## config.mk

```make
export PLATFORM = sky130hd
export DESIGN_NAME = mccr_regs
export DESIGN_NICKNAME = d
export VERILOG_FILES = /design/src/mccr_pkg.sv /design/src/mccr_clkdiv.sv /design/src/mccr_regs.sv /design/src/mccr_sync.sv
export SDC_FILE = /design/constraint.sdc
export NUM_CORES = 1
export LEC_CHECK = 0
export BUFFER_PORTS_ARGS = -buffer_cell sky130_fd_sc_hd__buf_2
export CAP_MARGIN = 25
export CORE_MARGIN = 2
export CORE_UTILIZATION = 25
export DETAILED_ROUTE_END_ITERATION = 8
export PLACE_DENSITY_LB_ADDON = 0.05
export SYNTH_ARGS = -nofsm -noshare
export SYNTH_HDL_FRONTEND = slang
export SYNTH_SLANG_ARGS = --single-unit
export TNS_END_PERCENT = 50
```

## constraint.sdc

```tcl
create_clock -name clk -period 3.6 [get_ports clk]
set_clock_uncertainty 0.2 [all_clocks]
set_input_delay 0.72 -clock clk [delete_from_list [all_inputs] [get_ports clk]]
set_output_delay 0.72 -clock clk [all_outputs]
set_load 0.05 [all_outputs]
```

## src/mccr_pkg.sv

```systemverilog
// Constants for the metering configuration and calibration register group
package mccr_pkg;
  // ---------------------------------------------------------------
  // Register indices
  // ---------------------------------------------------------------
  localparam logic [4:0] IDX_CONFIG       = 5'h00;
  localparam logic [4:0] IDX_CURR_OFFSET  = 5'h01;
  localparam logic [4:0] IDX_CURR_GAIN    = 5'h02;
  localparam logic [4:0] IDX_VOLT_OFFSET  = 5'h03;
  localparam logic [4:0] IDX_VOLT_GAIN    = 5'h04;
  // ---------------------------------------------------------------
  // Reset values and masks
  // ---------------------------------------------------------------
  localparam logic [23:0] CONFIG_RST      = 24'h000001;
  localparam logic [23:0] OFFSET_RST      = 24'h000000;
  localparam logic [23:0] GAIN_RST        = 24'h400000;
  localparam logic [23:0] CONFIG_MASK     = 24'hFF9FFF;
  // ---------------------------------------------------------------
  // Configuration word fields
  // ---------------------------------------------------------------
  localparam int PHASE_MSB     = 23;
  localparam int PHASE_LSB     = 17;
  localparam int GAIN_SEL_BIT  = 16;
  localparam int OPEN_DRN_BIT  = 15;
  localparam int IRQ_PULSE_BIT = 12;
  localparam int IRQ_POL_BIT   = 11;
  localparam int OVERRIDE_BIT  = 10;
  localparam int PIN_ONE_BIT   = 9;
  localparam int PIN_TWO_BIT   = 8;
  localparam int SWAP_BIT      = 7;
  localparam int VOLT_HPF_BIT  = 6;
  localparam int CURR_HPF_BIT  = 5;
  localparam int CLK_INV_BIT   = 4;
  localparam int DIV_MSB       = 3;
  // ---------------------------------------------------------------
  // Serial command byte
  // ---------------------------------------------------------------
  localparam int CMD_TOP_BIT   = 7;
  localparam int CMD_WRITE_BIT = 6;
  localparam int CMD_IDX_MSB   = 5;
  localparam int CMD_IDX_LSB   = 1;
  localparam int CMD_LOW_BIT   = 0;
  localparam logic [4:0] CMD_LAST_BIT  = 5'h07;
  localparam logic [4:0] DATA_LAST_BIT = 5'h17;
  // ---------------------------------------------------------------
  // Clock divider
  // ---------------------------------------------------------------
  localparam logic [3:0] DIV_ZERO_CODE = 4'h0;
  localparam logic [4:0] DIV_MAX       = 5'h10;
endpackage

```

## src/mccr_clkdiv.sv

```systemverilog
// Internal clock divider and processor clock output
`timescale 1ns/1ps
module mccr_clkdiv (
  input  wire logic       clk,
  input  wire logic       rst_n,
  input  wire logic [3:0] div_ratio,
  input  wire logic       clk_invert,
  output logic            div_tick,
  output logic            proc_clk
);
  logic [4:0] cnt_q;
  logic [4:0] ratio;
  logic       phase_q;

  // Code zero divides by sixteen, not by zero
  assign ratio = (div_ratio == mccr_pkg::DIV_ZERO_CODE) ? mccr_pkg::DIV_MAX
                                                       : {1'b0, div_ratio};

  // ---------------------------------------------------------------
  // Tick every ratio cycles
  // ---------------------------------------------------------------
  always_ff @(posedge clk) begin
    if (!rst_n) begin
      cnt_q    <= '0;
      div_tick <= 1'b0;
    end else if (cnt_q + 5'h01 >= ratio) begin
      cnt_q    <= '0;
      div_tick <= 1'b1;
    end else begin
      cnt_q    <= cnt_q + 5'h01;
      div_tick <= 1'b0;
    end
  end

  // Inverted output keeps outside rising-edge logic off the sample edge
  always_ff @(posedge clk) begin
    if (!rst_n) begin
      phase_q  <= 1'b0;
      proc_clk <= 1'b0;
    end else begin
      if (div_tick) begin
        phase_q <= ~phase_q;
      end
      proc_clk <= phase_q ^ clk_invert;
    end
  end
endmodule // mccr_clkdiv

```

## src/mccr_regs.sv

```systemverilog
// Configuration and calibration registers behind the three-wire serial port
// Behaviour
// - Config bits 23..17 hold signed phase delay of voltage versus current samples.
// - Config bit 16 selects current gain: zero is ten, one is fifty.
// - Config bit 15 set makes both pulse pins drive low only.
// - Config bits 12..11 pick irq pin: low, high, falling pulse, rising pulse.
// - Config bit 10 set drives pulse pins from bits 9 and 8.
// - Under override first pin shows bit 9, second pin bit 8.
// - Config bit 7 selects alternating active-low pulse format.
// - Config bits 6 and 5 enable voltage and current high-pass filters.
// - Config bit 4 inverts the processor clock output.
// - Config bits 3..0 divide master clock by 1..16, zero means 16.
// - Offset registers 1 and 3 reset to zero, signed fractions.
// - Offset calibration writes measured offset then raises the done flag.
// - Gain registers 2 and 4 reset to unity, unsigned two integer bits.
// - Gain calibration overwrites gain register then raises the done flag.
// - Command byte: bit7 zero, bit6 write, bits5..1 index, bit0 zero.
// - Write data lands in the register only after the 24th clock.
`timescale 1ns/1ps
module mccr_regs (
  input  wire logic        clk,
  input  wire logic        rst_n,
  input  wire logic        serial_clk,
  input  wire logic        serial_cs_n,
  input  wire logic        serial_din,
  output logic             serial_dout,
  input  wire logic        cal_write,
  input  wire logic [4:0]  cal_index,
  input  wire logic [23:0] cal_value,
  input  wire logic        cal_done,
  input  wire logic        done_clear,
  output logic             conversion_done_flag,
  input  wire logic        pulse_gen_one_n,
  input  wire logic        pulse_gen_two_n,
  output logic             first_pulse_pin_o,
  output logic             first_pulse_pin_oe,
  output logic             second_pulse_pin_o,
  output logic             second_pulse_pin_oe,
  input  wire logic        irq_request,
  output logic             irq_pin,
  output logic [6:0]       phase_delay_comp,
  output logic             curr_gain_fifty,
  output logic             pulse_format_swap,
  output logic             volt_highpass_on,
  output logic             curr_highpass_on,
  output logic [23:0]      current_dc_offset,
  output logic [23:0]      current_gain_cal,
  output logic [23:0]      voltage_dc_offset,
  output logic [23:0]      voltage_gain_cal,
  output logic             internal_divided_clock,
  output logic             processor_clock_out
);
  typedef enum logic [1:0] {MCCR_ST_CMD, MCCR_ST_WR, MCCR_ST_RD} mccr_state_t;

  mccr_state_t state_q;
  logic [23:0] config_q;
  logic [23:0] shift_q;
  logic [23:0] out_q;
  logic [4:0]  bit_cnt_q;
  logic [4:0]  register_index_q;
  logic [2:0]  pins_s;
  logic        sclk_prev_q;
  logic        sclk_rise;
  logic        sclk_fall;
  logic [7:0]  cmd_byte;
  logic [23:0] wr_data;
  logic        wr_fire;
  logic        irq_prev_q;
  logic        pin_one_lvl;
  logic        pin_two_lvl;

  // ---------------------------------------------------------------
  // Read multiplexer, unmapped indices read zero
  // ---------------------------------------------------------------
  function automatic logic [23:0] read_mux(input logic [4:0] idx, input logic [23:0] cfg,
                                           input logic [23:0] io, input logic [23:0] ig,
                                           input logic [23:0] vo, input logic [23:0] vg);
    case (idx)
      mccr_pkg::IDX_CONFIG:      read_mux = cfg & mccr_pkg::CONFIG_MASK;
      mccr_pkg::IDX_CURR_OFFSET: read_mux = io;
      mccr_pkg::IDX_CURR_GAIN:   read_mux = ig;
      mccr_pkg::IDX_VOLT_OFFSET: read_mux = vo;
      mccr_pkg::IDX_VOLT_GAIN:   read_mux = vg;
      default:                   read_mux = '0;
    endcase
  endfunction

  // ---------------------------------------------------------------
  // Pin synchronisers and serial clock edges
  // ---------------------------------------------------------------
  mccr_sync #(.W(3), .RST(3'h6)) u_sync (
    .clk      (clk),
    .rst_n    (rst_n),
    .async_in ({serial_cs_n, serial_clk, serial_din}),
    .sync_out (pins_s)
  );

  always_ff @(posedge clk) begin
    if (!rst_n) begin
      sclk_prev_q <= 1'b1;
    end else begin
      sclk_prev_q <= pins_s[1];
    end
  end

  assign sclk_rise = pins_s[1] & ~sclk_prev_q & ~pins_s[2];
  assign sclk_fall = ~pins_s[1] & sclk_prev_q & ~pins_s[2];
  assign cmd_byte  = {shift_q[6:0], pins_s[0]};
  assign wr_data   = {shift_q[22:0], pins_s[0]};
  assign wr_fire   = sclk_rise && (state_q == MCCR_ST_WR)
                     && (bit_cnt_q == mccr_pkg::DATA_LAST_BIT);

  // ---------------------------------------------------------------
  // Serial command and data sequencing
  // ---------------------------------------------------------------
  always_ff @(posedge clk) begin
    if (!rst_n || pins_s[2]) begin
      state_q          <= MCCR_ST_CMD;
      bit_cnt_q        <= '0;
      shift_q          <= '0;
      register_index_q <= '0;
    end else if (sclk_rise) begin
      shift_q <= wr_data;
      case (state_q)
        MCCR_ST_CMD: begin
          if (bit_cnt_q == mccr_pkg::CMD_LAST_BIT) begin
            bit_cnt_q <= '0;
            // Other command types are not this block's concern
            if (!cmd_byte[mccr_pkg::CMD_TOP_BIT] && !cmd_byte[mccr_pkg::CMD_LOW_BIT]) begin
              register_index_q <= cmd_byte[mccr_pkg::CMD_IDX_MSB:mccr_pkg::CMD_IDX_LSB];
              state_q <= cmd_byte[mccr_pkg::CMD_WRITE_BIT] ? MCCR_ST_WR : MCCR_ST_RD;
            end
          end else begin
            bit_cnt_q <= bit_cnt_q + 5'h01;
          end
        end
        MCCR_ST_WR, MCCR_ST_RD: begin
          if (bit_cnt_q == mccr_pkg::DATA_LAST_BIT) begin
            bit_cnt_q <= '0;
            state_q   <= MCCR_ST_CMD;
          end else begin
            bit_cnt_q <= bit_cnt_q + 5'h01;
          end
        end
        default: begin
          state_q   <= MCCR_ST_CMD;
          bit_cnt_q <= '0;
        end
      endcase
    end
  end

  // ---------------------------------------------------------------
  // Read buffer, MSB first; first falling edge is skipped so bit 23
  // stays valid for the first data rising edge
  // ---------------------------------------------------------------
  always_ff @(posedge clk) begin
    if (!rst_n) begin
      out_q <= '0;
    end else if (sclk_rise && state_q == MCCR_ST_CMD && bit_cnt_q == mccr_pkg::CMD_LAST_BIT
                 && !cmd_byte[mccr_pkg::CMD_TOP_BIT] && !cmd_byte[mccr_pkg::CMD_LOW_BIT]
                 && !cmd_byte[mccr_pkg::CMD_WRITE_BIT]) begin
      out_q <= read_mux(cmd_byte[mccr_pkg::CMD_IDX_MSB:mccr_pkg::CMD_IDX_LSB], config_q,
                        current_dc_offset, current_gain_cal, voltage_dc_offset,
                        voltage_gain_cal);
    end else if (sclk_fall && state_q == MCCR_ST_RD && bit_cnt_q != '0) begin
      out_q <= {out_q[22:0], 1'b0};
    end
  end

  always_ff @(posedge clk) begin
    if (!rst_n) begin
      serial_dout <= 1'b0;
    end else begin
      serial_dout <= out_q[23];
    end
  end

  // ---------------------------------------------------------------
  // Register file; a serial write beats a calibration write
  // ---------------------------------------------------------------
  always_ff @(posedge clk) begin
    if (!rst_n) begin
      config_q <= mccr_pkg::CONFIG_RST;
    end else if (wr_fire && register_index_q == mccr_pkg::IDX_CONFIG) begin
      config_q <= wr_data & mccr_pkg::CONFIG_MASK;
    end
  end

  always_ff @(posedge clk) begin
    if (!rst_n) begin
      current_dc_offset <= mccr_pkg::OFFSET_RST;
      voltage_dc_offset <= mccr_pkg::OFFSET_RST;
      current_gain_cal  <= mccr_pkg::GAIN_RST;
      voltage_gain_cal  <= mccr_pkg::GAIN_RST;
    end else if (wr_fire) begin
      case (register_index_q)
        mccr_pkg::IDX_CURR_OFFSET: current_dc_offset <= wr_data;
        mccr_pkg::IDX_CURR_GAIN:   current_gain_cal  <= wr_data;
        mccr_pkg::IDX_VOLT_OFFSET: voltage_dc_offset <= wr_data;
        mccr_pkg::IDX_VOLT_GAIN:   voltage_gain_cal  <= wr_data;
        default: ;
      endcase
    end else if (cal_write) begin
      case (cal_index)
        mccr_pkg::IDX_CURR_OFFSET: current_dc_offset <= cal_value;
        mccr_pkg::IDX_CURR_GAIN:   current_gain_cal  <= cal_value;
        mccr_pkg::IDX_VOLT_OFFSET: voltage_dc_offset <= cal_value;
        mccr_pkg::IDX_VOLT_GAIN:   voltage_gain_cal  <= cal_value;
        default: ;
      endcase
    end
  end

  // Set wins over clear so a finishing calibration is never lost
  always_ff @(posedge clk) begin
    if (!rst_n) begin
      conversion_done_flag <= 1'b0;
    end else if (cal_done) begin
      conversion_done_flag <= 1'b1;
    end else if (done_clear) begin
      conversion_done_flag <= 1'b0;
    end
  end

  // ---------------------------------------------------------------
  // Configuration fields to the datapath
  // ---------------------------------------------------------------
  always_ff @(posedge clk) begin
    if (!rst_n) begin
      phase_delay_comp  <= '0;
      curr_gain_fifty   <= 1'b0;
      pulse_format_swap <= 1'b0;
      volt_highpass_on  <= 1'b0;
      curr_highpass_on  <= 1'b0;
    end else begin
      phase_delay_comp  <= config_q[mccr_pkg::PHASE_MSB:mccr_pkg::PHASE_LSB];
      curr_gain_fifty   <= config_q[mccr_pkg::GAIN_SEL_BIT];
      pulse_format_swap <= config_q[mccr_pkg::SWAP_BIT];
      volt_highpass_on  <= config_q[mccr_pkg::VOLT_HPF_BIT];
      curr_highpass_on  <= config_q[mccr_pkg::CURR_HPF_BIT];
    end
  end

  // ---------------------------------------------------------------
  // Energy pulse pins
  // ---------------------------------------------------------------
  assign pin_one_lvl = config_q[mccr_pkg::OVERRIDE_BIT] ? config_q[mccr_pkg::PIN_ONE_BIT]
                                                       : pulse_gen_one_n;
  assign pin_two_lvl = config_q[mccr_pkg::OVERRIDE_BIT] ? config_q[mccr_pkg::PIN_TWO_BIT]
                                                       : pulse_gen_two_n;

  // Open-drain mode relies on an external pull-up for the high level
  always_ff @(posedge clk) begin
    if (!rst_n) begin
      first_pulse_pin_o   <= 1'b1;
      second_pulse_pin_o  <= 1'b1;
      first_pulse_pin_oe  <= 1'b0;
      second_pulse_pin_oe <= 1'b0;
    end else begin
      first_pulse_pin_o   <= pin_one_lvl;
      second_pulse_pin_o  <= pin_two_lvl;
      first_pulse_pin_oe  <= ~config_q[mccr_pkg::OPEN_DRN_BIT] | ~pin_one_lvl;
      second_pulse_pin_oe <= ~config_q[mccr_pkg::OPEN_DRN_BIT] | ~pin_two_lvl;
    end
  end

  // ---------------------------------------------------------------
  // Interrupt pin signalling; pulses last one clock cycle
  // ---------------------------------------------------------------
  always_ff @(posedge clk) begin
    if (!rst_n) begin
      irq_prev_q <= 1'b0;
      irq_pin    <= 1'b1;
    end else begin
      irq_prev_q <= irq_request;
      case ({config_q[mccr_pkg::IRQ_PULSE_BIT], config_q[mccr_pkg::IRQ_POL_BIT]})
        2'h0:    irq_pin <= ~irq_request;
        2'h1:    irq_pin <= irq_request;
        2'h2:    irq_pin <= ~(irq_request & ~irq_prev_q);
        2'h3:    irq_pin <= irq_request & ~irq_prev_q;
        default: irq_pin <= 1'b1;
      endcase
    end
  end

  // ---------------------------------------------------------------
  // Clock divider
  // ---------------------------------------------------------------
  mccr_clkdiv u_clkdiv (
    .clk        (clk),
    .rst_n      (rst_n),
    .div_ratio  (config_q[mccr_pkg::DIV_MSB:0]),
    .clk_invert (config_q[mccr_pkg::CLK_INV_BIT]),
    .div_tick   (internal_divided_clock),
    .proc_clk   (processor_clock_out)
  );
endmodule // mccr_regs

```

## src/mccr_sync.sv

```systemverilog
// Two-stage synchroniser for pin inputs
`timescale 1ns/1ps
module mccr_sync #(
  parameter int         W   = 1,
  parameter logic [W-1:0] RST = '0
) (
  input  wire logic         clk,
  input  wire logic         rst_n,
  input  wire logic [W-1:0] async_in,
  output logic      [W-1:0] sync_out
);
  logic [W-1:0] meta_q;

  // First stage feeds only the second stage
  always_ff @(posedge clk) begin
    if (!rst_n) begin
      meta_q   <= RST;
      sync_out <= RST;
    end else begin
      meta_q   <= async_in;
      sync_out <= meta_q;
    end
  end
endmodule // mccr_sync

```

==> impl_metrics.env <==
export IMPL_antenna_found_initial=0
export IMPL_wire_per_inst_um=21.07
export IMPL_cts_resized=0
export IMPL_slowest_delay_ns=0.68
export IMPL_drive_gt1_share_pct=21.27
export IMPL_timing_final_hold_violations=0
export IMPL_slowest_stage="or4b_1"
export IMPL_cp_depth=8
export IMPL_die_w_um=194.7
export IMPL_power_mw=5.174
export IMPL_synth_edf_count=0
export IMPL_cts_tree="done"
export IMPL_reg2reg_depth=8
export IMPL_dp_hpwl_um=22610
export IMPL_crit_path_cell_trace="inv_1, ha_1, nor3b_1, or4b_1, nor3_4, buf_4, a21boi_1, o221a_1"
export IMPL_r2r_start="state_q[0]"
export IMPL_worstSetupStartpointType="register"
export IMPL_setup_violations=0
export IMPL_fin_tns_setup_ns=0
export IMPL_max_cap_viol_count=0
export IMPL_yosysUniqueCellTypes=60
export IMPL_outcome="finished clean"
export IMPL_ir_drop_mv=0.3371
export IMPL_finalCritPeriodShare_pct=81.50
export IMPL_finalCriticalPeriod_ns=2.934
export IMPL_yosysMostFrequentCell="dfxtp_1"
export IMPL_tightest_slew_ns=0.8170
export IMPL_fin_ws_ns=0.6659
export IMPL_holdWs_ns=0.1575
export IMPL_cts_htree_levels=1
export IMPL_cts_hold_buf=0
export IMPL_postLayoutCoreUtil_pct=31.44
export IMPL_p_leak_nw=5.767
export IMPL_first_global_vias=7633
export IMPL_maxSlewHeadroom_pct=45.29
export IMPL_clock_root_buffer="clkbuf_16"
export IMPL_portBuffers=155
export IMPL_synth_top_cell_area_share_pct=46.45
export IMPL_coreArea_um2=35660
export IMPL_synth_area_leader_cell="dfxtp_1"
export IMPL_die_h_um=194.7
export IMPL_cp_arrival_ns=3.22
export IMPL_ios=156
export IMPL_synth_common_cells="dfxtp_1 (211), nand2_1 (204), o211a_1 (94)"
export IMPL_cts_setup_buffers=0
export IMPL_critical_path_class="reg -> reg"
export IMPL_area_delta_synth_final_pct=23.28
export IMPL_overflow=0
export IMPL_drt_wl_total_um=33590
export IMPL_routed_via_density=4.880
export IMPL_critPathCaptureType="register"
export IMPL_clk_path_buf_depth=3
export IMPL_clock_latency_ns=0.55
export IMPL_first_pass_iters=7
export IMPL_r2r_end="out_q[14]"
export IMPL_grt_max_degree=79
export IMPL_reg2reg_setup_slack_ns=0.67
export IMPL_num_antenna_cells=0
export IMPL_dr_total_vias=7778
export IMPL_clock_fmax_mhz=340.8
export IMPL_cp_required_ns=3.89
export IMPL_critPathMaxFanout=24
export IMPL_drt_iter0_drc=318
export IMPL_cp_startpoint="state_q[0]"
export IMPL_yosys_register_bits=211
export IMPL_syn_nets=1041
export IMPL_dieArea_um2=37920
export IMPL_nNetsFinal=1170
export IMPL_ys_async_sr_fraction_pct=0
export IMPL_grt_total_usage_pct=17.38
export IMPL_drv_slew=0
export IMPL_yosysSeqAreaShare_pct=46.45
export IMPL_grt_pass1_wl_um=50270
export IMPL_preCtsSetupSlack_ns=0.6835
export IMPL_path_buf_inv=2
export IMPL_netlist_area_um2=9094
export IMPL_syn_avg_cell_area_um2=9.195
export IMPL_clock_sinks=211
export IMPL_critPathCapture="out_q[14]"
export IMPL_hold_class="in -> reg"
export IMPL_post_route_drc_count=0
export IMPL_critPathTopFamily="simple AND/OR/NAND/NOR gates"
export IMPL_rsz0062_at_grt="false"
export IMPL_cts_buffers=27
export IMPL_yosysWarnings=0
export IMPL_placementRows=69
export IMPL_start_util_pct=25.50
export IMPL_synthFlopType="dfxtp_1"
export IMPL_clk_pin_slew_worst_paths_ns=0.06
export IMPL_netlist_top_cells_area="dfxtp_1 (46%), o211a_1 (10%), nand2_1 (8.4%), mux2i_1 (4.2%), a21oi_1 (2.8%)"
export IMPL_powerDensity_nw_per_um2=461.5
export IMPL_synthCells=989
export IMPL_ant_nets=0
export IMPL_gp_congestion=0.7471
-- flip-flops by register name, summed over array words and instances, names as in the netlist, 7 cells and up --
name and cells:
phase_delay_comp 7, out_q 24, current_gain_cal 24, current_dc_offset 24
shift_q 23, voltage_dc_offset 24, config_q 22, voltage_gain_cal 24
-- how the worst min path moves through the flow --
| stage | start | to | slack [ns] | depth (start not counted) |
|---|---|---|---|---|
| floorplan | u_sync.meta_q[1] | u_sync.sync_out[1] | 0.19 | 1 |
| finish | serial_clk | u_sync.meta_q[1] | 0.16 | 2 |
| CTS | serial_clk | u_sync.meta_q[1] | 0.13 | 2 |
| detailed placement | u_sync.meta_q[2] | u_sync.sync_out[2] | 0.21 | 1 |
| global route | serial_clk | u_sync.meta_q[1] | 0.16 | 2 |
| global placement | u_sync.meta_q[1] | u_sync.sync_out[1] | 0.21 | 1 |
-- worst reg2reg max path: cells and delay by family, from the launching register on --
family / cells / cell delay [ns]
AO/OA/AOI/OAI: 2 / 0.40
adder cells (fa/ha/maj): 1 / 0.27
buffers and inverters: 2 / 0.42
flip-flops: 1 / 0.33
AND/OR/NAND/NOR: 3 / 1.25
-- layout by cell type, fill, tap and decap left out, types with 21 or more instances in the layout --
master / instances
buf_2: 154
a21boi_1: 21
mux2i_1: 36
a21oi_1: 51
buf_4: 27
o21ai_0: 48
dfxtp_1: 211
o211a_1: 94
nand2_1: 204
clkbuf_16: 27
-- routing by layer --
| metal | share of wire, % | routed length [um] | vias to the layer above | global-route usage, % |
|---|---|---|---|---|
| li1 | - | - | 3787 | - |
| met1 | 47 | 15810 | 3760 | 23.67 |
| met2 | 46 | 15590 | 196 | 28.61 |
| met3 | 4.8 | 1620 | 35 | 2.846 |
| met4 | 1.7 | 572 | 0 | 4.302 |
| met5 | 0 | 0 | - | 0 |
-- where the power goes --
part	internal [mW]	switching (mW)
registers	2.36	0.0188
clock network	1.52	1.05
logic	0.0659	0.164
total	3.94	1.23
-- logic make-up after synthesis --
logic type / after synthesis / share of synthesized area, %
adders and majority gates: 12 / 1.651
and+or+nand+nor: 324 / 16.87
xor gates and xnor gates: 6 / 0.5780
AOI/OAI and AO/OA: 296 / 24.82
DFF: 211 / 46.45
muxes: 42 / 4.747
buffers and inverters: 98 / 4.884
-- cell type report --
cell class	instances	area [um2]
fill	3770	24440
multi-input combinational	680	4493
sequential	211	4224
timing repair buffer	185	1054
clock buffer	39	760.7
tap	461	576.8
clock inverter	5	53.80
inverter	13	48.80
-- stage by stage --
| stage | cells | instance area (um2) |
|---|---|---|
| after floorplan | 989 | 9094 |
| after detailed placement | 1550 | 10400 |
| after global placement | 1550 | 10400 |
| final | 1594 | 11210 |
| after CTS | 1594 | 11210 |
| after global routing | 1594 | 11210 |
(Power assumes the default switching activity.)
